[config.mk]
export PLATFORM = sky130hd
export DESIGN_NAME = ldic_top
export DESIGN_NICKNAME = d
export VERILOG_FILES = /design/src/hdl/ldic_pkg.sv /design/src/hdl/ldic_code_persist.sv /design/src/hdl/ldic_err_counter.sv /design/src/hdl/ldic_top.sv
export VERILOG_INCLUDE_DIRS = /design/src /design/src/hdl
export SDC_FILE = /design/constraint.sdc
export NUM_CORES = 1
export LEC_CHECK = 0
export BUFFER_PORTS_ARGS = -buffer_cell sky130_fd_sc_hd__buf_2
export CELL_PAD_IN_SITES_DETAIL_PLACEMENT = 1
export CELL_PAD_IN_SITES_GLOBAL_PLACEMENT = 1
export CORE_MARGIN = 2
export CORE_UTILIZATION = 45
export CTS_CLUSTER_SIZE = 8
export DETAILED_ROUTE_END_ITERATION = 7
export HOLD_SLACK_MARGIN = 0.03
export PLACE_DENSITY = 0.83
export SYNTH_ARGS = -nofsm -noshare
export SYNTH_HDL_FRONTEND = slang
export SYNTH_HIERARCHICAL = 1
export SYNTH_SLANG_ARGS = --single-unit
export TNS_END_PERCENT = 10
[constraint.sdc]
create_clock -name clk -period 7.9 [get_ports clk]
set_clock_uncertainty 0.05 [all_clocks]
set_input_delay 1.185 -clock clk [delete_from_list [all_inputs] [get_ports clk]]
set_output_delay 1.185 -clock clk [all_outputs]
set_load 0.01 [all_outputs]
[src/hdl/ldic_cfg.svh]
`ifndef LDIC_CFG_SVH
`define LDIC_CFG_SVH
// ==========================================================
// Register indexes (byte address = 4 * index)
`define LDIC_IDX_PATTERN 6'h0D
`define LDIC_IDX_LOOP 6'h0E
`define LDIC_IDX_CODE_LEN 6'h0F
`define LDIC_IDX_TX_CODE 6'h10
`define LDIC_IDX_ACT_CODE 6'h11
`define LDIC_IDX_DEACT_CODE 6'h12
`define LDIC_IDX_INJ_CNT 6'h13
`define LDIC_IDX_MASK_LINE 6'h14
`define LDIC_IDX_MASK_ERR 6'h15
`define LDIC_IDX_EDGE 6'h16
`define LDIC_IDX_STATUS_A 6'h17
`define LDIC_IDX_IRQ_LINE 6'h19
`define LDIC_IDX_IRQ_ERR 6'h1A
`define LDIC_IDX_CNT_LO 6'h1B
`define LDIC_IDX_CNT_HI 6'h1C
// ==========================================================
// Reset values and writable-bit masks
`define LDIC_RST_PATTERN 8'h00
`define LDIC_RST_LOOP 8'h00
`define LDIC_RST_CODE_LEN 8'h01
`define LDIC_RST_TX_CODE 8'h01
`define LDIC_RST_ACT_CODE 8'h01
`define LDIC_RST_DEACT_CODE 8'h09
`define LDIC_RST_INJ_CNT 8'h00
`define LDIC_RST_MASK 8'hFF
`define LDIC_RST_EDGE 8'h00
`define LDIC_WM_PATTERN 8'h7F
`define LDIC_WM_LOOP 8'h0F
`define LDIC_WM_CODE_LEN 8'h3F
`define LDIC_WM_INJ_CNT 8'h7F
// ==========================================================
// Field positions
`define LDIC_B_SEQ_HI 6
`define LDIC_B_SEQ_LO 5
`define LDIC_B_SEQ_CLK 4
`define LDIC_B_PR_INVERT 3
`define LDIC_B_CRIT 2
`define LDIC_B_AIS_SUB 1
`define LDIC_B_AUTO_ONES 0
`define LDIC_B_AUTO_REMOTE 3
`define LDIC_B_REMOTE 2
`define LDIC_B_ANALOG 1
`define LDIC_B_DIGITAL 0
`define LDIC_B_TXLEN 4
`define LDIC_B_ACTLEN 2
`define LDIC_B_DEACTLEN 0
`define LDIC_B_BPV_INJ 6
`define LDIC_B_ERR_INJ 5
`define LDIC_B_EXZ_SELECT 4
`define LDIC_B_ERR_SEL 2
`define LDIC_B_CNT_MODE 1
`define LDIC_B_CNT_XFER 0
// ==========================================================
// Timing
`define LDIC_CLK_MHZ 40
`define LDIC_T_SHORT_US 40000
`define LDIC_T_LONG_US 5100000
`endif

[src/hdl/ldic_pkg.sv]
package ldic_pkg;
  typedef struct packed {
    logic eq_out;
    logic act_raw;
    logic deact_raw;
    logic prbs_sync;
    logic tx_clock_loss;
    logic drv_fault;
    logic ais;
    logic los;
  } ldic_line_in_t;
  typedef struct packed {
    logic dac_ov;
    logic ja_ov;
    logic ja_ud;
    logic pat_err;
    logic exz;
    logic cv;
    logic sec_tick;
  } ldic_err_in_t;
  typedef struct packed {
    logic [1:0] inserted_sequence_select;
    logic inserted_sequence_clock_select;
    logic pseudo_random_invert;
    logic los_ais_criterion;
    logic alarm_substitute_active;
    logic auto_ones_active;
    logic remote_loop_active;
    logic analog_loop_enable;
    logic digital_loop_enable;
    logic [1:0] tx_loop_code_length;
    logic [1:0] rx_activate_code_length;
    logic [1:0] rx_deactivate_code_length;
    logic [7:0] tx_loop_code;
    logic [7:0] rx_activate_code;
    logic [7:0] rx_deactivate_code;
    logic excess_zero_definition;
    logic bipolar_violation_inject;
    logic pattern_error_inject;
  } ldic_ctrl_t;
  typedef enum logic {
    LDIC_LB_IDLE = 1'b0,
    LDIC_LB_ACTIVE = 1'b1
  } ldic_lb_state_t;
endpackage

[src/hdl/ldic_code_persist.sv]
`timescale 1ns/100ps
`include "ldic_cfg.svh"
module ldic_code_persist #(
  parameter int SHORT_CYC = 1600000,
  parameter int LONG_CYC = 204000000
) (
  input wire logic clk,
  input wire logic rst_n,
  input wire logic raw,
  input wire logic long_sel,
  output logic detected
);
  logic [27:0] cnt;
  logic [27:0] limit;
  assign limit = long_sel ? LONG_CYC[27:0] : SHORT_CYC[27:0];
  // Code must stay present for the whole window; any dropout restarts it
  always_ff @(posedge clk or negedge rst_n) begin
    if (!rst_n) begin
      cnt <= 28'h0000000;
      detected <= 1'b0;
    end else if (!raw) begin
      cnt <= 28'h0000000;
      detected <= 1'b0;
    end else if (cnt >= limit - 28'h0000001) begin
      detected <= 1'b1;
    end else begin
      cnt <= cnt + 28'h0000001;
    end
  end
endmodule // ldic_code_persist

[src/hdl/ldic_err_counter.sv]
`timescale 1ns/100ps
`include "ldic_cfg.svh"
module ldic_err_counter (
  input wire logic clk,
  input wire logic rst_n,
  input wire logic [1:0] sel,
  input wire logic pat_err,
  input wire logic exz,
  input wire logic cv,
  input wire logic transfer,
  output logic [15:0] result,
  output logic ovf
);
  logic [15:0] cnt;
  logic [1:0] inc;
  logic [16:0] sum;
  always_comb begin
    case (sel)
      2'h0: inc = {1'b0, pat_err};
      2'h1: inc = {1'b0, exz};
      2'h2: inc = {1'b0, cv};
      default: inc = {1'b0, cv} + {1'b0, exz};
    endcase
  end
  assign sum = {1'b0, cnt} + {15'h0000, inc};
  // Events in the transfer cycle start the new count, none is dropped
  always_ff @(posedge clk or negedge rst_n) begin
    if (!rst_n) begin
      cnt <= 16'h0000;
      result <= 16'h0000;
      ovf <= 1'b0;
    end else begin
      ovf <= sum[16] && !transfer;
      if (transfer) begin
        result <= cnt;
        cnt <= {14'h0000, inc};
      end else begin
        cnt <= sum[15:0];
      end
    end
  end
endmodule // ldic_err_counter

[src/hdl/ldic_top.sv]
// What this block does
// - Bits 6-5 pick transmit insertion: normal/zeros, ones, PRBS/QRSS, loop code
// - Bit 4 times the inserted pattern from transmit or master clock
// - Bit 3 inverts the pseudo-random pattern on transmit and detection
// - Bit 2 chooses which LOS/AIS criterion applies
// - Bit 1 substitutes AIS on receive outputs during loss of signal
// - Bit 0 sends all ones during loss of signal, only when insertion is 00
// - Four enables: auto remote, remote, analog and digital loopback
// - Transmit code length field 5..8 bits, reset 5 bits
// - Receive activate code length field 5..8 bits, reset 5 bits
// - Receive deactivate code length field, reset 01 meaning 6 bits
// - Transmit code register, low bits per length, reset 00001
// - Receive activate code register, low bits per length, reset 00001
// - Receive deactivate code register, low bits per length, reset 001001
// - Each rising edge of bit 6 injects exactly one bipolar violation
// - Each rising edge of bit 5 injects exactly one pattern logic error
// - Select bit chooses ANSI or FCC excess-zeros definition
// - Bits 3-2 choose what the 16-bit error counter counts
// - Bit 1 selects manual or automatic counter reporting
// - In manual mode, rising edge of bit 0 copies the count out and clears the counter
// - Sixteen interrupt mask bits reset to 1, a 1 blocks the source
// - Eight edge-select bits: rising only, or either change
// - Reading an interrupt status register clears it; the request drops once no unmasked flag is left in either register
// - Inband code detected after 40 ms, or 5.1 s with auto remote loop
//
// The APB slave port was left to the implementer.
`timescale 1ns/100ps
`include "ldic_cfg.svh"
module ldic_top #(
  parameter int SHORT_CYC = `LDIC_T_SHORT_US * `LDIC_CLK_MHZ,
  parameter int LONG_CYC = `LDIC_T_LONG_US * `LDIC_CLK_MHZ
) (
  input wire logic clk,
  input wire logic rst_n,
  input wire logic psel,
  input wire logic penable,
  input wire logic pwrite,
  input wire logic [7:0] paddr,
  input wire logic [31:0] pwdata,
  output logic [31:0] prdata,
  output logic pready,
  output logic pslverr,
  input wire ldic_pkg::ldic_line_in_t line_in,
  input wire ldic_pkg::ldic_err_in_t err_in,
  output ldic_pkg::ldic_ctrl_t ctrl,
  output logic irq
);
  import ldic_pkg::*;

  // ==========================================================
  // Register bus
  logic [7:0] diag_pattern_ctrl;
  logic [7:0] loopback_ctrl;
  logic [7:0] loop_code_length;
  logic [7:0] tx_loop_code;
  logic [7:0] rx_activate_code;
  logic [7:0] rx_deactivate_code;
  logic [7:0] error_inject_count_ctrl;
  logic [7:0] irq_mask_line;
  logic [7:0] irq_mask_errors;
  logic [7:0] irq_edge_select;
  logic [7:0] irq_status_line;
  logic [7:0] irq_status_errors;
  logic [7:0] line_status_a;
  logic [7:0] line_status_prev;
  logic [7:0] inject_prev;
  logic [15:0] count_result;
  logic [5:0] idx;
  logic setup;
  logic wr;
  logic rd;
  logic mapped;
  logic [7:0] rd_val;
  logic clr_line;
  logic clr_err;
  logic [7:0] line_event;
  logic [7:0] err_event;
  logic act_det;
  logic deact_det;
  logic cnt_ovf;
  logic cnt_transfer;
  ldic_lb_state_t lb_state;

  assign idx = paddr[7:2];
  assign setup = psel && !penable;
  assign wr = psel && penable && pwrite && mapped;
  assign rd = psel && penable && !pwrite && mapped;
  // Zero-wait slave: every access completes in its first access cycle
  assign pready = 1'b1;
  assign pslverr = psel && penable && !mapped;

  always_comb begin
    mapped = (paddr[1:0] == 2'h0);
    rd_val = 8'h00;
    case (idx)
      `LDIC_IDX_PATTERN: rd_val = diag_pattern_ctrl;
      `LDIC_IDX_LOOP: rd_val = loopback_ctrl;
      `LDIC_IDX_CODE_LEN: rd_val = loop_code_length;
      `LDIC_IDX_TX_CODE: rd_val = tx_loop_code;
      `LDIC_IDX_ACT_CODE: rd_val = rx_activate_code;
      `LDIC_IDX_DEACT_CODE: rd_val = rx_deactivate_code;
      `LDIC_IDX_INJ_CNT: rd_val = error_inject_count_ctrl;
      `LDIC_IDX_MASK_LINE: rd_val = irq_mask_line;
      `LDIC_IDX_MASK_ERR: rd_val = irq_mask_errors;
      `LDIC_IDX_EDGE: rd_val = irq_edge_select;
      `LDIC_IDX_STATUS_A: rd_val = line_status_a;
      `LDIC_IDX_IRQ_LINE: rd_val = irq_status_line;
      `LDIC_IDX_IRQ_ERR: rd_val = irq_status_errors;
      `LDIC_IDX_CNT_LO: rd_val = count_result[7:0];
      `LDIC_IDX_CNT_HI: rd_val = count_result[15:8];
      default: mapped = 1'b0;
    endcase
  end

  // Read data is captured in the setup cycle so it is stable for the access
  always_ff @(posedge clk or negedge rst_n) begin
    if (!rst_n) begin
      prdata <= 32'h00000000;
    end else if (setup && !pwrite) begin
      prdata <= {24'h000000, rd_val};
    end
  end

  // ==========================================================
  // Control registers
  always_ff @(posedge clk or negedge rst_n) begin
    if (!rst_n) begin
      diag_pattern_ctrl <= `LDIC_RST_PATTERN;
      loopback_ctrl <= `LDIC_RST_LOOP;
      loop_code_length <= `LDIC_RST_CODE_LEN;
      tx_loop_code <= `LDIC_RST_TX_CODE;
      rx_activate_code <= `LDIC_RST_ACT_CODE;
      rx_deactivate_code <= `LDIC_RST_DEACT_CODE;
      error_inject_count_ctrl <= `LDIC_RST_INJ_CNT;
      irq_mask_line <= `LDIC_RST_MASK;
      irq_mask_errors <= `LDIC_RST_MASK;
      irq_edge_select <= `LDIC_RST_EDGE;
    end else if (wr) begin
      case (idx)
        `LDIC_IDX_PATTERN: diag_pattern_ctrl <= pwdata[7:0] & `LDIC_WM_PATTERN;
        `LDIC_IDX_LOOP: loopback_ctrl <= pwdata[7:0] & `LDIC_WM_LOOP;
        `LDIC_IDX_CODE_LEN: loop_code_length <= pwdata[7:0] & `LDIC_WM_CODE_LEN;
        `LDIC_IDX_TX_CODE: tx_loop_code <= pwdata[7:0];
        `LDIC_IDX_ACT_CODE: rx_activate_code <= pwdata[7:0];
        `LDIC_IDX_DEACT_CODE: rx_deactivate_code <= pwdata[7:0];
        `LDIC_IDX_INJ_CNT: error_inject_count_ctrl <= pwdata[7:0] & `LDIC_WM_INJ_CNT;
        `LDIC_IDX_MASK_LINE: irq_mask_line <= pwdata[7:0];
        `LDIC_IDX_MASK_ERR: irq_mask_errors <= pwdata[7:0];
        `LDIC_IDX_EDGE: irq_edge_select <= pwdata[7:0];
        default: ;
      endcase
    end
  end

  // ==========================================================
  // Code-length masking: unused high bits of a code read back but never leave
  function automatic logic [7:0] ldic_len_mask(input logic [1:0] len);
    logic [7:0] m;
    m = 8'h1F;
    case (len)
      2'h0: m = 8'h1F;
      2'h1: m = 8'h3F;
      2'h2: m = 8'h7F;
      default: m = 8'hFF;
    endcase
    return m;
  endfunction

  // ==========================================================
  // Inband code persistence and automatic remote loopback
  ldic_code_persist #(
    .SHORT_CYC(SHORT_CYC),
    .LONG_CYC(LONG_CYC)
  ) u_act_persist (
    .clk(clk),
    .rst_n(rst_n),
    .raw(line_in.act_raw),
    .long_sel(loopback_ctrl[`LDIC_B_AUTO_REMOTE]),
    .detected(act_det)
  );

  ldic_code_persist #(
    .SHORT_CYC(SHORT_CYC),
    .LONG_CYC(LONG_CYC)
  ) u_deact_persist (
    .clk(clk),
    .rst_n(rst_n),
    .raw(line_in.deact_raw),
    .long_sel(loopback_ctrl[`LDIC_B_AUTO_REMOTE]),
    .detected(deact_det)
  );

  always_comb begin
    line_status_a = {line_in.eq_out, act_det, deact_det, line_in.prbs_sync,
                     line_in.tx_clock_loss, line_in.drv_fault, line_in.ais, line_in.los};
  end

  function automatic logic line_event_rise_act();
    return act_det && !line_status_prev[6];
  endfunction

  // Activate edge switches the loop in, deactivate edge switches it out
  always_ff @(posedge clk or negedge rst_n) begin
    if (!rst_n) begin
      lb_state <= LDIC_LB_IDLE;
    end else begin
      case (lb_state)
        LDIC_LB_IDLE:
          if (loopback_ctrl[`LDIC_B_AUTO_REMOTE] && line_event_rise_act()) begin
            lb_state <= LDIC_LB_ACTIVE;
          end
        LDIC_LB_ACTIVE:
          if (!loopback_ctrl[`LDIC_B_AUTO_REMOTE] || (deact_det && !line_status_prev[5])) begin
            lb_state <= LDIC_LB_IDLE;
          end
        default: lb_state <= LDIC_LB_IDLE;
      endcase
    end
  end

  // ==========================================================
  // Control outputs
  always_ff @(posedge clk or negedge rst_n) begin
    if (!rst_n) begin
      ctrl <= '0;
    end else begin
      ctrl.inserted_sequence_select <=
        diag_pattern_ctrl[`LDIC_B_SEQ_HI:`LDIC_B_SEQ_LO];
      ctrl.inserted_sequence_clock_select <= diag_pattern_ctrl[`LDIC_B_SEQ_CLK];
      ctrl.pseudo_random_invert <= diag_pattern_ctrl[`LDIC_B_PR_INVERT];
      ctrl.los_ais_criterion <= diag_pattern_ctrl[`LDIC_B_CRIT];
      ctrl.alarm_substitute_active <= diag_pattern_ctrl[`LDIC_B_AIS_SUB] && line_in.los;
      ctrl.auto_ones_active <= diag_pattern_ctrl[`LDIC_B_AUTO_ONES] && line_in.los
        && (diag_pattern_ctrl[`LDIC_B_SEQ_HI:`LDIC_B_SEQ_LO] == 2'h0);
      ctrl.remote_loop_active <= loopback_ctrl[`LDIC_B_REMOTE] || (lb_state == LDIC_LB_ACTIVE);
      ctrl.analog_loop_enable <= loopback_ctrl[`LDIC_B_ANALOG];
      ctrl.digital_loop_enable <= loopback_ctrl[`LDIC_B_DIGITAL];
      ctrl.tx_loop_code_length <= loop_code_length[`LDIC_B_TXLEN +: 2];
      ctrl.rx_activate_code_length <= loop_code_length[`LDIC_B_ACTLEN +: 2];
      ctrl.rx_deactivate_code_length <= loop_code_length[`LDIC_B_DEACTLEN +: 2];
      ctrl.tx_loop_code <= tx_loop_code & ldic_len_mask(loop_code_length[`LDIC_B_TXLEN +: 2]);
      ctrl.rx_activate_code <=
        rx_activate_code & ldic_len_mask(loop_code_length[`LDIC_B_ACTLEN +: 2]);
      ctrl.rx_deactivate_code <=
        rx_deactivate_code & ldic_len_mask(loop_code_length[`LDIC_B_DEACTLEN +: 2]);
      ctrl.excess_zero_definition <= error_inject_count_ctrl[`LDIC_B_EXZ_SELECT];
      ctrl.bipolar_violation_inject <=
        error_inject_count_ctrl[`LDIC_B_BPV_INJ] && !inject_prev[`LDIC_B_BPV_INJ];
      ctrl.pattern_error_inject <=
        error_inject_count_ctrl[`LDIC_B_ERR_INJ] && !inject_prev[`LDIC_B_ERR_INJ];
    end
  end

  // Rising edges of the self-acting bits; a bit left high fires only once
  always_ff @(posedge clk or negedge rst_n) begin
    if (!rst_n) begin
      inject_prev <= 8'h00;
    end else begin
      inject_prev <= error_inject_count_ctrl;
    end
  end

  // ==========================================================
  // Error counter
  assign cnt_transfer = (error_inject_count_ctrl[`LDIC_B_CNT_XFER] && !inject_prev[`LDIC_B_CNT_XFER]
    && !error_inject_count_ctrl[`LDIC_B_CNT_MODE])
    || (error_inject_count_ctrl[`LDIC_B_CNT_MODE] && err_in.sec_tick);

  ldic_err_counter u_counter (
    .clk(clk),
    .rst_n(rst_n),
    .sel(error_inject_count_ctrl[`LDIC_B_ERR_SEL +: 2]),
    .pat_err(err_in.pat_err),
    .exz(err_in.exz),
    .cv(err_in.cv),
    .transfer(cnt_transfer),
    .result(count_result),
    .ovf(cnt_ovf)
  );

  // ==========================================================
  // Interrupt events, flags and request
  always_ff @(posedge clk or negedge rst_n) begin
    if (!rst_n) begin
      line_status_prev <= 8'h00;
    end else begin
      line_status_prev <= line_status_a;
    end
  end

  genvar gi;
  generate
    for (gi = 0; gi < 8; gi++) begin : g_edge
      assign line_event[gi] = irq_edge_select[gi] ? (line_status_a[gi] ^ line_status_prev[gi])
        : (line_status_a[gi] && !line_status_prev[gi]);
    end
  endgenerate

  assign err_event = {err_in.dac_ov, err_in.ja_ov, err_in.ja_ud, err_in.pat_err,
                      err_in.exz, err_in.cv, err_in.sec_tick, cnt_ovf};
  assign clr_line = rd && (idx == `LDIC_IDX_IRQ_LINE);
  assign clr_err = rd && (idx == `LDIC_IDX_IRQ_ERR);

  // A new event in the clearing cycle survives the read
  always_ff @(posedge clk or negedge rst_n) begin
    if (!rst_n) begin
      irq_status_line <= 8'h00;
      irq_status_errors <= 8'h00;
    end else begin
      irq_status_line <= (clr_line ? 8'h00 : irq_status_line) | line_event;
      irq_status_errors <= (clr_err ? 8'h00 : irq_status_errors) | err_event;
    end
  end

  assign irq = (|(irq_status_line & ~irq_mask_line)) || (|(irq_status_errors & ~irq_mask_errors));
endmodule // ldic_top

After elaboration in Yosys (flattened, before gate mapping)
Cells that the tools add are included.
{"block": "totals", "reg_bits": 246, "in_bits": 60, "out_inout_bits": 78}
{"block": "classes", "add_sub_neg": 5, "magnitude_cmp": 2, "n_eq_ne": 27, "muxes": 29, "bitwise_logic": 18, "n_reduce_logical": 68}
{"operator": "$mux W28", "n": 5}
{"operator": "$pmux W8 S15", "n": 1}
{"operator": "$eq A6 B5 Y1 const B", "n": 12}
{"operator": "$pmux W8 S3", "n": 3}
{"operator": "$add A28 B1 Y28 const B", "n": 2}
{"operator": "$ge A28 B28 Y1", "n": 2}
{"operator": "$and A8 B8 Y8", "n": 5}
{"operator": "$logic_and A1 B1 Y1", "n": 28}
{"operator": "$sub A28 B1 Y28 const B", "n": 1}
{"operator": "$reduce_and A2 Y1", "n": 10}
{"operator": "$eq A6 B4 Y1 const B", "n": 3}
{"operator": "$add A16 B2 Y17", "n": 1}
{"operator": "$logic_not A1 Y1", "n": 17}
{"operator": "$mux W16", "n": 1}
{"operator": "$mux W8", "n": 2}
{"operator": "$not A8 Y8", "n": 2}
{"operator": "$or A8 B8 Y8", "n": 2}
{"operator": "$reduce_or A8 Y1", "n": 2}
{"operator": "$mux W1", "n": 15}
{"operator": "$reduce_or A15 Y1", "n": 1}
{"operator": "$logic_not A2 Y1", "n": 6}
{"operator": "$eq A2 B1 Y1 const B", "n": 4}
{"operator": "$eq A2 B2 Y1 const B", "n": 4}
{"operator": "$xor A1 B1 Y1", "n": 8}
{"operator": "other kinds (7)", "n": 12}

Longest topological paths before layout
Gate-level depths: netlist (run 1).
{"block": "depth", "depth_word": 7, "ltp_mapped": 9, "ltp_nobuf": 9}

Cells and area by module
Netlist (run 1), hierarchy kept.
{"mod": "ldic_top", "n_inst": 1, "cells_per_inst": 511, "area_per_inst_um2": 6751.5, "seq_area_each_um2": 3804.9}
{"mod": "ldic_code_persist", "n_inst": 2, "cells_per_inst": 185, "area_per_inst_um2": 1731.7, "seq_area_each_um2": 725.7}
{"mod": "ldic_err_counter", "n_inst": 1, "cells_per_inst": 120, "area_per_inst_um2": 1529.0, "seq_area_each_um2": 825.8}

Worst setup path after synthesis (run 1)
Ideal clock, no wire load.
{"block": "synth_path", "path_type": "input-to-output", "from": "input paddr[4]", "to": "output pslverr", "arrival_time_ps": 2382, "t_required_ps": 6665, "path_slack_ps": 4283, "cell_stages": 5, "path_cell_list": "buf_6 > or3b_2 > a21oi_1 > nor2_1 > o311a_1"}
{"block": "synth_via", "elab_chain_cells": 5, "elab_cells_between_ends": 19}
{"item": "start: declaration", "line_no": "ldic_top.sv:38", "rtl": "input wire logic [7:0] paddr,"}
{"item": "$eq A6 B5 Y1 or $eq A6 B4 Y1 (tied branches)", "line_no": "ldic_top.sv:95", "rtl": "case (idx)"}
{"item": "$reduce_or A15 Y1 (no source line) *"}
{"item": "$mux W1 *", "line_no": "ldic_top.sv:95"}
{"item": "$logic_not A1 Y1 *", "line_no": "ldic_top.sv:90", "rtl": "assign pslverr = psel && penable && !mapped;"}
{"item": "$logic_and A1 B1 Y1 *", "line_no": "ldic_top.sv:90"}
{"item": "end: declaration", "line_no": "ldic_top.sv:42", "rtl": "output logic pslverr,"}
Mark *: on every way between the ends. The rest lies on a longest branch, timed or not.

Worst setup path after layout (run 1)
{"block": "layout_path", "from": "input paddr[3]", "to": "output pslverr"}
The elaborated chain is that of the path after synthesis.

==> results of run 1 <==
## cells in the final DEF, fill, tap and decap left out, types with 19 or more instances in the layout
master / netlist / final
or3_1: 26 / 26
buf_2: 10 / 87
nand3_1: 32 / 32
nand4_1: 19 / 19
dfrtp_1: 221 / 221
ha_1: 29 / 29
conb_1: 2 / 25
clkbuf_1: 9 / 23
clkbuf_16: 0 / 38
mux2_2: 92 / 92
o21ai_0: 36 / 35
inv_1: 41 / 41
nor2_1: 55 / 55
dfstp_2: 21 / 21
nand2_1: 51 / 51
a21oi_1: 55 / 55
## per-stage QoR
step | utilization | area (sq um)
2_1_floorplan | - | 11800
3_3_place_gp | 0.478 | 12400
3_5_place_dp | 0.478 | 12400
4_1_cts | 0.520 | 13400
5_1_grt | 0.520 | 13400
6_report | 0.520 | 13400
## synthesized netlist by cell type, types with 21 or more instances
cell / count
nand2_1: 51
dfstp_2: 21
nand3_1: 32
inv_1: 41
dfrtp_1: 221
o21ai_0: 36
nor2_1: 55
ha_1: 29
or3_1: 26
buf_4: 26
a21oi_1: 55
mux2_2: 92
## how the worst min path moves through the flow
stage          endpoint  cells past startpoint             startpoint  slack, ns
3_5_place_dp   ctrl[40]                      0   diag_pattern_ctrl[4]       0.34
4_1_cts         ctrl[0]                      1         inject_prev[5]       0.36
3_3_place_gp   ctrl[39]                      0   diag_pattern_ctrl[3]       0.33
5_1_grt         ctrl[0]                      1         inject_prev[5]       0.36
6_report        ctrl[3]                      0  rx_deactivate_code[0]       0.36
2_1_floorplan   ctrl[4]                      0  rx_deactivate_code[1]       0.31
## power by group through the flow
stage / Combinational, mW / Clock (mW) / Sequential (mW)
floorplan: 0.129 / 0 / 1.34
global placement: 0.188 / 0 / 1.35
global route: 0.224 / 1.55 / 1.34
finish: 0.200 / 1.47 / 1.33
detailed placement: 0.197 / 0 / 1.35
CTS: 0.202 / 1.50 / 1.33
## kinds of logic after synthesis
kind of cell | share of synthesized area
adder cells (fa/ha/maj) | 0.0326
AND/OR/NAND/NOR | 0.152
AO/OA/AOI/OAI | 0.0991
buffers and inverters | 0.0483
XOR/XNOR | 0.0201
other | 0.000639
multiplexers | 0.130
flip-flops | 0.518
## routing by layer
layer  track usage  vias up
li1              -     3782
met1         0.291     4340
met2         0.433      239
met3        0.0460       70
met4        0.0889        2
met5             0        -
## registers in the layout, summed over array words and instances (netlist names), 16 cells and up
signal	count
u_deact_persist/cnt	28
u_counter/cnt	16
u_act_persist/cnt	28
u_counter/result	16
ctrl	42
## final cells by class
type                    instances  share of cell area
clock buffers                  61              0.0772
diodes                          1            0.000186
clock inverters                 2             0.00344
well taps                     335              0.0312
multi-input cells             679               0.386
flip-flops and latches        242               0.452
repair buffers                 95              0.0384
inverters                      41              0.0114
## critical path, cell delays in order
cell      delay (ns)
buf_2           0.09
buf_4           0.55
nor2_1          0.26
a211oi_1        0.39
nor2_1          0.09
o311a_1         0.29
buf_2           0.14
==> impl_metrics.csv, run 1 <==
group,metric,value,unit
run_status,status,"finished clean",
route,wl_met3,1.73,mm
clocking,ctsLongestPathBuffers,3,
global_routing,grt-ovfl-total,0,
clocking,clk_pin_slew,0.05,ns
route,routed_wl,32.6,mm
sta,tightestPinTransition,1.00,ns
yosys,synth-edff-count,0,
placement,placedCellCount,1392,
layout,fillCellCount,2726,
route,drc,0,
layout,instances_no_fill,1456,
route,dr.first_iter.drc_count,655,
layout,fin_nets,1185,
sta,hold_ws,0.360,ns
power,total_power,3.00,mW
yosys,netlist.area_leader.share,0.471,
floorplan,coreArea,25800,sq um
clocking,cts_tree,"done",
sta,max-slew-margin-rel,0.330,
layout,synthToLayoutAreaGrowth,14.5,%
worst_setup_path,reg2reg_to,"u_act_persist/cnt[26]",
global_routing,grt_pass1_vias,9217,
placement,detailed_place_hpwl,20.8,mm
route,topRoutingLayerUsed,"met5",
clocking,ctsHoldBuffers,0,
global_routing,antenna_found_initial,2,
clocking,cts_setup_buffers,0,
clocking,cts-resized-gates,0,
clocking,clock_sinks,242,
yosys,synth_area,11700,sq um
yosys,synthFlopType,"dfrtp_1",
worst_setup_path,crit_start,"paddr[3]",
worst_setup_path,critPathKind,"in -> out",
floorplan,dieHeight,166,um
route,vias,8433,
clocking,worstSkewPairLatency,0.51,ns
route,dr_wl_met2,17.1,mm
yosys,synthCells,1001,
sta,setup_slack,3.64,ns
power,power.net_switching,721,uW
placement,portBuffers,88,
route,m1WireLength,12.8,mm
sta,setup_viol,0,
worst_setup_path,critPathMaxFanout,47,
power,pwr-share-comb,0.067,
layout,drive_gt1_frac,0.271,
sta,tns,0,ns
layout,multi_input_area,5180,sq um
yosys,yosysTopAreaCell,"dfrtp_1",
clocking,numCtsBuffers,36,
sta,max_freq,235,MHz
worst_setup_path,critical_path_arrival,3.03,ns
clocking,cts_root_buf,"clkbuf_16",
global_routing,grt.total_usage,0.242,
route,via_per_inst,5.79,
sta,post-route-period-util,0.540,
power,p_int,2.28,mW
floorplan,rows,59,
sta,finalMaxSlewViolations,0,
power,vdd_drop_max,0.156,mV
floorplan,io_pins,138,
route,post_drt_wl_per_cell,22.4,um
placement,pre_cts_ws,3.65,ns
sta,rsz0062_at_grt,"no",
route,detail-route-antenna-nets,0,
floorplan,die_area,27400,sq um
global_routing,grt_pass1_wl,51.2,mm
yosys,async_flop_share,1.00,
route,dr.pass1.iters,4,
worst_setup_path,worst_setup_path_end_kind,"output port",
power,p_seq_frac,0.444,
worst_setup_path,required,6.66,ns
power,pwr-share-clk,0.489,
worst_setup_path,cp-endpoint,"pslverr",
yosys,synth.avg_cell_area,11.7,sq um
floorplan,die_w,166,um
yosys,synth.area.top_cells,"dfrtp_1, mux2_2, dfstp_2",
power,p_per_area,223,nW/um^2
sta,period_needed,4.26,ns
worst_setup_path,rrSetupSlack,4.18,ns
power,leakage,6.36,nW
layout,seqCellArea,6080,sq um
power,p_sw_frac,0.240,
flow_run,drv_cap,0,
global_routing,grt_max_degree,190,
clocking,htreeDepth,2,
placement,gp_congestion,0.820,
yosys,yosys.cell_types.count,80,
worst_setup_path,worst_setup_path_start_kind,"input port",
yosys,ys_ff_latch,242,
sta,hold_violations,0,
floorplan,start_util,0.455,
worst_setup_path,r2r.worst_path.cells,8,
worst_hold_path,hold_path_class,"reg -> reg",
yosys,yosys_warnings,6,
worst_setup_path,r2r_start,"loopback_ctrl[3]",
yosys,yosysSeqAreaShare,0.518,
(Power assumes the default switching activity.)
==> inputs of run 2 (changes only) <==
--- a/config.mk
+++ b/config.mk
@@ -10,7 +10,7 @@
 export CELL_PAD_IN_SITES_DETAIL_PLACEMENT = 1
 export CELL_PAD_IN_SITES_GLOBAL_PLACEMENT = 1
 export CORE_MARGIN = 2
-export CORE_UTILIZATION = 45
+export CORE_UTILIZATION = 43
 export CTS_CLUSTER_SIZE = 8
 export DETAILED_ROUTE_END_ITERATION = 7
 export HOLD_SLACK_MARGIN = 0.03
==> constraint.sdc (replaced) <==
create_clock -name clk -period 3.6 [get_ports clk]
set_clock_uncertainty 0.05 [all_clocks]
set_input_delay 0.54 -clock clk [delete_from_list [all_inputs] [get_ports clk]]
set_output_delay 0.54 -clock clk [all_outputs]
set_load 0.01 [all_outputs]
==> run 2 against run 1 <==
Compared with the run above:
- clock power up 110%
- largest cell class unchanged
- worst hold slack worse by 0.33 ns
- via count rose by 2.4%
==> impl_metrics.csv, run 2 (synthesis gave the netlist of run 1 again) <==
group,metric,value,unit
worst_setup_path,worst_setup_path_start_kind,"register",
placement,detailed_place_hpwl,21.6,mm
sta,max_freq,335,MHz
worst_setup_path,worst_setup_path_end_kind,"register",
layout,top_register,"ctrl",
route,post_drt_wl_per_cell,22.2,um
clocking,cts-resized-gates,0,
layout,drive_gt1_frac,0.276,
sta,setup_slack,0.615,ns
route,dr.pass1.iters,5,
layout,final_cell_mix,"dfrtp_1, mux2_2, buf_2",
route,vias,8633,
placement,pre_cts_ws,0.450,ns
layout,fin_nets,1193,
worst_setup_path,r2r.worst_path.cells,9,
global_routing,global_route.usage.met2,0.403,
run_status,status,"finished clean",
clocking,cts_setup_buffers,0,
floorplan,coreArea,26900,sq um
power,leakage,6.38,nW
placement,placedCellCount,1406,
clocking,cts_root_buf,"clkbuf_16",
worst_setup_path,r2r_start,"loopback_ctrl[3]",
route,via_per_inst,5.87,
global_routing,grt_use_met1,0.277,
layout,fillCellCount,2873,
floorplan,rows,60,
global_routing,grt_pass1_wl,51.8,mm
clocking,htreeDepth,2,
layout,top_regs,"ctrl x42, u_act_persist/cnt x28, u_deact_persist/cnt x28",
global_routing,grt-ovfl-total,0,
sta,tns,0,ns
clocking,numCtsBuffers,36,
clocking,ctsHoldBuffers,0,
route,detail-route-antenna-nets,0,
sta,setup_viol,0,
worst_setup_path,rrSetupSlack,0.62,ns
worst_setup_path,cp_slowest_cell,"a311oi_2",
worst_setup_path,critPathMaxStageDelay,0.46,ns
sta,period_needed,2.98,ns
clocking,clk_pin_slew,0.05,ns
sta,hold_violations,0,
route,dr.first_iter.drc_count,535,
placement,portBuffers,88,
layout,synthToLayoutAreaGrowth,14.8,%
worst_setup_path,critical_path_arrival,3.37,ns
worst_setup_path,path_cells,"inv_1 > ha_1 > and4_1 > and3_2 > a311oi_2 > buf_4 > nand4_2 > or3_1 > a21oi_1",
global_routing,grt_busiest_layer,"met2",
sta,finalMaxSlewViolations,0,
flow_run,drv_cap,0,
layout,largest_reg_flops,42,
worst_setup_path,critPathMaxFanout,9,
floorplan,io_pins,138,
layout,layout.cells.most_common,"dfrtp_1",
global_routing,antenna_found_initial,2,
global_routing,grtUsageMet3,0.0410,
global_routing,grt_max_degree,125,
power,p_per_area,482,nW/um^2
sta,tightestPinTransition,0.979,ns
global_routing,grt_pass1_vias,9247,
worst_setup_path,critPathKind,"reg -> reg",
worst_setup_path,reg2reg_to,"u_deact_persist/cnt[26]",
layout,instances_no_fill,1470,
layout,fin_util,0.502,
clocking,clock_sinks,242,
sta,post-route-period-util,0.829,
floorplan,die_area,28600,sq um
clocking,ctsLongestPathBuffers,3,
worst_hold_path,hold_path_class,"in -> async",
floorplan,start_util,0.437,
sta,rsz0062_at_grt,"no",
sta,max-slew-margin-rel,0.347,
placement,gp_congestion,0.845,
sta,hold_ws,0.0324,ns
floorplan,die_w,169,um
floorplan,dieHeight,169,um
worst_setup_path,required,3.98,ns
clocking,worstSkewPairLatency,0.52,ns
clocking,cts_tree,"done",
route,drc,0,
route,routed_wl,32.6,mm
power,vdd_drop_max,0.279,mV
global_routing,grt.total_usage,0.229,
==> run 2: worst max path at each step <==
| stage | from | endpoint | slack (ns) | cells after the start |
|---|---|---|---|---|
| 2_1_floorplan | err_in[2] | u_counter/cnt[14] | 0.84 | 9 |
| 3_3_place_gp | err_in[2] | u_counter/cnt[14] | 0.58 | 10 |
| 3_5_place_dp | err_in[2] | u_counter/cnt[14] | 0.45 | 10 |
| 4_1_cts | loopback_ctrl[3] | u_deact_persist/cnt[26] | 0.63 | 9 |
| 5_1_grt | loopback_ctrl[3] | u_deact_persist/cnt[26] | 0.44 | 9 |
| 6_report | loopback_ctrl[3] | u_deact_persist/cnt[26] | 0.62 | 9 |
==> run 2: area by class of cell <==
type | count | area, sq um | share of cell area
antenna | 1 | 2.50 | 0.000186
clock buffer | 59 | 987 | 0.0732
clock inverter | 4 | 53.8 | 0.00399
inverter | 41 | 154 | 0.0114
multi-input combinational | 679 | 5180 | 0.385
sequential | 242 | 6080 | 0.451
tap | 341 | 427 | 0.0317
timing repair buffer | 103 | 588 | 0.0436
==> run 2: report_power, final <==
| part | switching, mW | internal (mW) |
|---|---|---|
| logic | 0.276 | 0.169 |
| registers | 0.0993 | 2.83 |
| clock network | 1.25 | 1.88 |
| total | 1.63 | 4.87 |
==> run 2: per-stage QoR <==
| stage | power (mW) | instance area, sq um |
|---|---|---|
| after floorplan | 3.22 | 11800 |
| after global placement | 3.38 | 12400 |
| after detailed placement | 3.41 | 12400 |
| after CTS | 6.57 | 13500 |
| after global routing | 6.75 | 13500 |
| final | 6.50 | 13500 |
==> run 2: per-layer routing <==
layer,part of all wire,up-vias
met3,0.049,90
met1,0.40,4497
met5,0.00040,-
met4,0.042,2
met2,0.51,248
li1,-,3796
==> run 2: critical path: cells and delay by family (launching register included) <==
family	cells	cell delay (ns)
AND/OR/NAND/NOR	4	1.11
AO/OA/AOI/OAI	2	0.60
adder cells (fa/ha/maj)	1	0.29
flip-flops	1	0.39
buffers and inverters	2	0.45
==> inputs of run 3 (changes only) <==
--- a/config.mk
+++ b/config.mk
@@ -10,7 +10,7 @@
 export CELL_PAD_IN_SITES_DETAIL_PLACEMENT = 1
 export CELL_PAD_IN_SITES_GLOBAL_PLACEMENT = 1
 export CORE_MARGIN = 2
-export CORE_UTILIZATION = 43
+export CORE_UTILIZATION = 45
 export CTS_CLUSTER_SIZE = 8
 export DETAILED_ROUTE_END_ITERATION = 7
 export HOLD_SLACK_MARGIN = 0.03
==> constraint.sdc (replaced) <==
create_clock -name clk -period 2.8 [get_ports clk]
set_clock_uncertainty 0.05 [all_clocks]
set_input_delay 0.42 -clock clk [delete_from_list [all_inputs] [get_ports clk]]
set_output_delay 0.42 -clock clk [all_outputs]
set_load 0.01 [all_outputs]
==> run 3 against run 2 <==
Compared with the run above:
- non-clock buffer count rose by 29
- worst hold slack better by 0.015 ns
- highest routed layer unchanged
- critical path type unchanged
- largest cell class unchanged
- critical endpoint is now u_deact_persist/cnt[22]
- via count rose by 2.8%
==> impl_metrics.csv, run 3 (synthesis gave the netlist of run 1 again) <==
group,metric,value,unit
run_status,status,"finished clean",
sta,tns,0,ns
route,post_drt_wl_per_cell,23.9,um
worst_hold_path,hold_path_class,"in -> reg",
worst_hold_path,hp-start,"err_in[5]",
route,drc,0,
floorplan,die_area,27400,sq um
clocking,clk_pin_slew,0.06,ns
worst_setup_path,r2r_start,"loopback_ctrl[3]",
clocking,worstSkewPairLatency,0.53,ns
flow_run,drv_cap,0,
clocking,cts_tree,"done",
worst_setup_path,worst_setup_path_start_kind,"register",
layout,final_cell_mix,"dfrtp_1, mux2_2, buf_2",
sta,tightestPinTransition,0.897,ns
worst_setup_path,critPathKind,"reg -> reg",
global_routing,grt-ovfl-total,0,
placement,gp_congestion,0.844,
route,dr.pass1.iters,5,
sta,max_freq,365,MHz
worst_hold_path,hold_path_depth,2,
worst_setup_path,rrSetupSlack,0.06,ns
clocking,numCtsBuffers,36,
worst_setup_path,reg2reg_to,"u_deact_persist/cnt[22]",
power,vdd_drop_max,0.477,mV
power,p_per_area,614,nW/um^2
power,leakage,6.51,nW
placement,dpl-instance-area,12600,sq um
clocking,cts_root_buf,"clkbuf_16",
route,dr.first_iter.drc_count,536,
placement,portBuffers,88,
placement,placedCellCount,1417,
placement,detailed_place_hpwl,22.1,mm
route,via_per_inst,5.94,
floorplan,io_pins,138,
clocking,clock_sinks,242,
layout,drive_gt1_frac,0.293,
sta,finalMaxSlewViolations,0,
worst_setup_path,critPathMaxFanout,12,
sta,rsz0062_at_grt,"yes",
sta,post-route-period-util,0.977,
floorplan,die_w,166,um
route,routed_wl,35.7,mm
floorplan,start_util,0.455,
global_routing,grt_pass1_vias,9625,
sta,hold_violations,0,
worst_hold_path,min_to,"irq_status_errors[6]",
route,vias,8873,
layout,largest_reg_flops,42,
layout,layout.cells.most_common,"dfrtp_1",
global_routing,grt.total_usage,0.259,
floorplan,rows,59,
global_routing,antenna_found_initial,1,
worst_setup_path,critical_path_arrival,3.12,ns
sta,max-slew-margin-rel,0.394,
floorplan,dieHeight,166,um
global_routing,grt_pass1_wl,54.8,mm
sta,setup_viol,0,
worst_setup_path,worst_setup_path_end_kind,"register",
clocking,ctsLongestPathBuffers,3,
global_routing,grt_max_degree,78,
worst_setup_path,required,3.18,ns
layout,antenna_cells,0,
layout,synthToLayoutAreaGrowth,17.5,%
power,total_power,8.48,mW
clocking,htreeDepth,2,
layout,stdcell_area,13800,sq um
layout,instances_no_fill,1494,
route,detail-route-antenna-nets,0,
layout,top_register,"ctrl",
sta,period_needed,2.74,ns
floorplan,coreArea,25800,sq um
layout,top_regs,"ctrl x42, u_act_persist/cnt x28, u_deact_persist/cnt x28",
layout,fin_nets,1222,
worst_setup_path,r2r.worst_path.cells,9,
run 3: metal layers:
layer / part of all wire / global-route usage / up-vias
li1: - / - / 3854
met1: 0.39 / 0.305 / 4618
met2: 0.51 / 0.456 / 300
met3: 0.048 / 0.0502 / 99
met4: 0.043 / 0.121 / 2
met5: 0.00031 / 0 / -
run 3: worst max-delay path by stage:
stage                                 from                       to  slack, ns  cells past startpoint
final                     loopback_ctrl[3]  u_deact_persist/cnt[22]       0.06                      9
after global routing      loopback_ctrl[3]  u_deact_persist/cnt[22]      -0.04                      9
after CTS                 loopback_ctrl[3]    u_act_persist/cnt[26]       0.02                      9
after detailed placement         err_in[2]        u_counter/cnt[14]      -0.08                     10
after global placement           err_in[2]        u_counter/cnt[14]     -0.003                     10
after floorplan                  err_in[2]        u_counter/cnt[14]       0.16                      9
run 3: cell type report:
cell class                      count  area, sq um
Fill cell                        2680        12000
Tap cell                          335          419
Timing Repair Buffer              132          857
Clock buffer                       61          995
Clock inverter                      4         52.6
Inverter                           41          154
Sequential cell                   242         6080
Multi-Input combinational cell    679         5240
run 3: where the power goes:
group | internal (mW) | switching, mW | leakage, nW
clock network | 2.43 | 1.65 | 0.495
registers | 3.63 | 0.131 | 3.18
logic | 0.248 | 0.386 | 2.83
run 3: worst max-delay path, cell delays in order (launching register included):
cell	delay [ns]
dfrtp_2	0.43
buf_4	0.16
ha_1	0.31
a21oi_1	0.17
o21ai_0	0.12
o21ai_0	0.31
buf_4	0.27
nand4_2	0.25
or3_1	0.40
a21oi_1	0.17
run 3: timing repair:
item	4_1_cts	5_1_grt
setup buffers	2	4
endpoints found under the setup margin	1	23
gates resized for setup	0	13
pin swaps	0	6
endpoints found under the hold margin	66	0
hold buffers	6	0
gates cloned	0	0
run 3: metrics by stage:
| stage | utilization | setup slack, ns | hold slack (ns) |
|---|---|---|---|
| detailed placement | 0.487 | -0.0781 | 0.337 |
| floorplan | - | 0.162 | 0.0744 |
| finish | 0.534 | 0.0636 | 0.0473 |
| CTS | 0.530 | 0.0155 | 0.0338 |
| global placement | 0.487 | -0.00257 | 0.327 |
| global route | 0.534 | -0.0365 | 0.0369 |
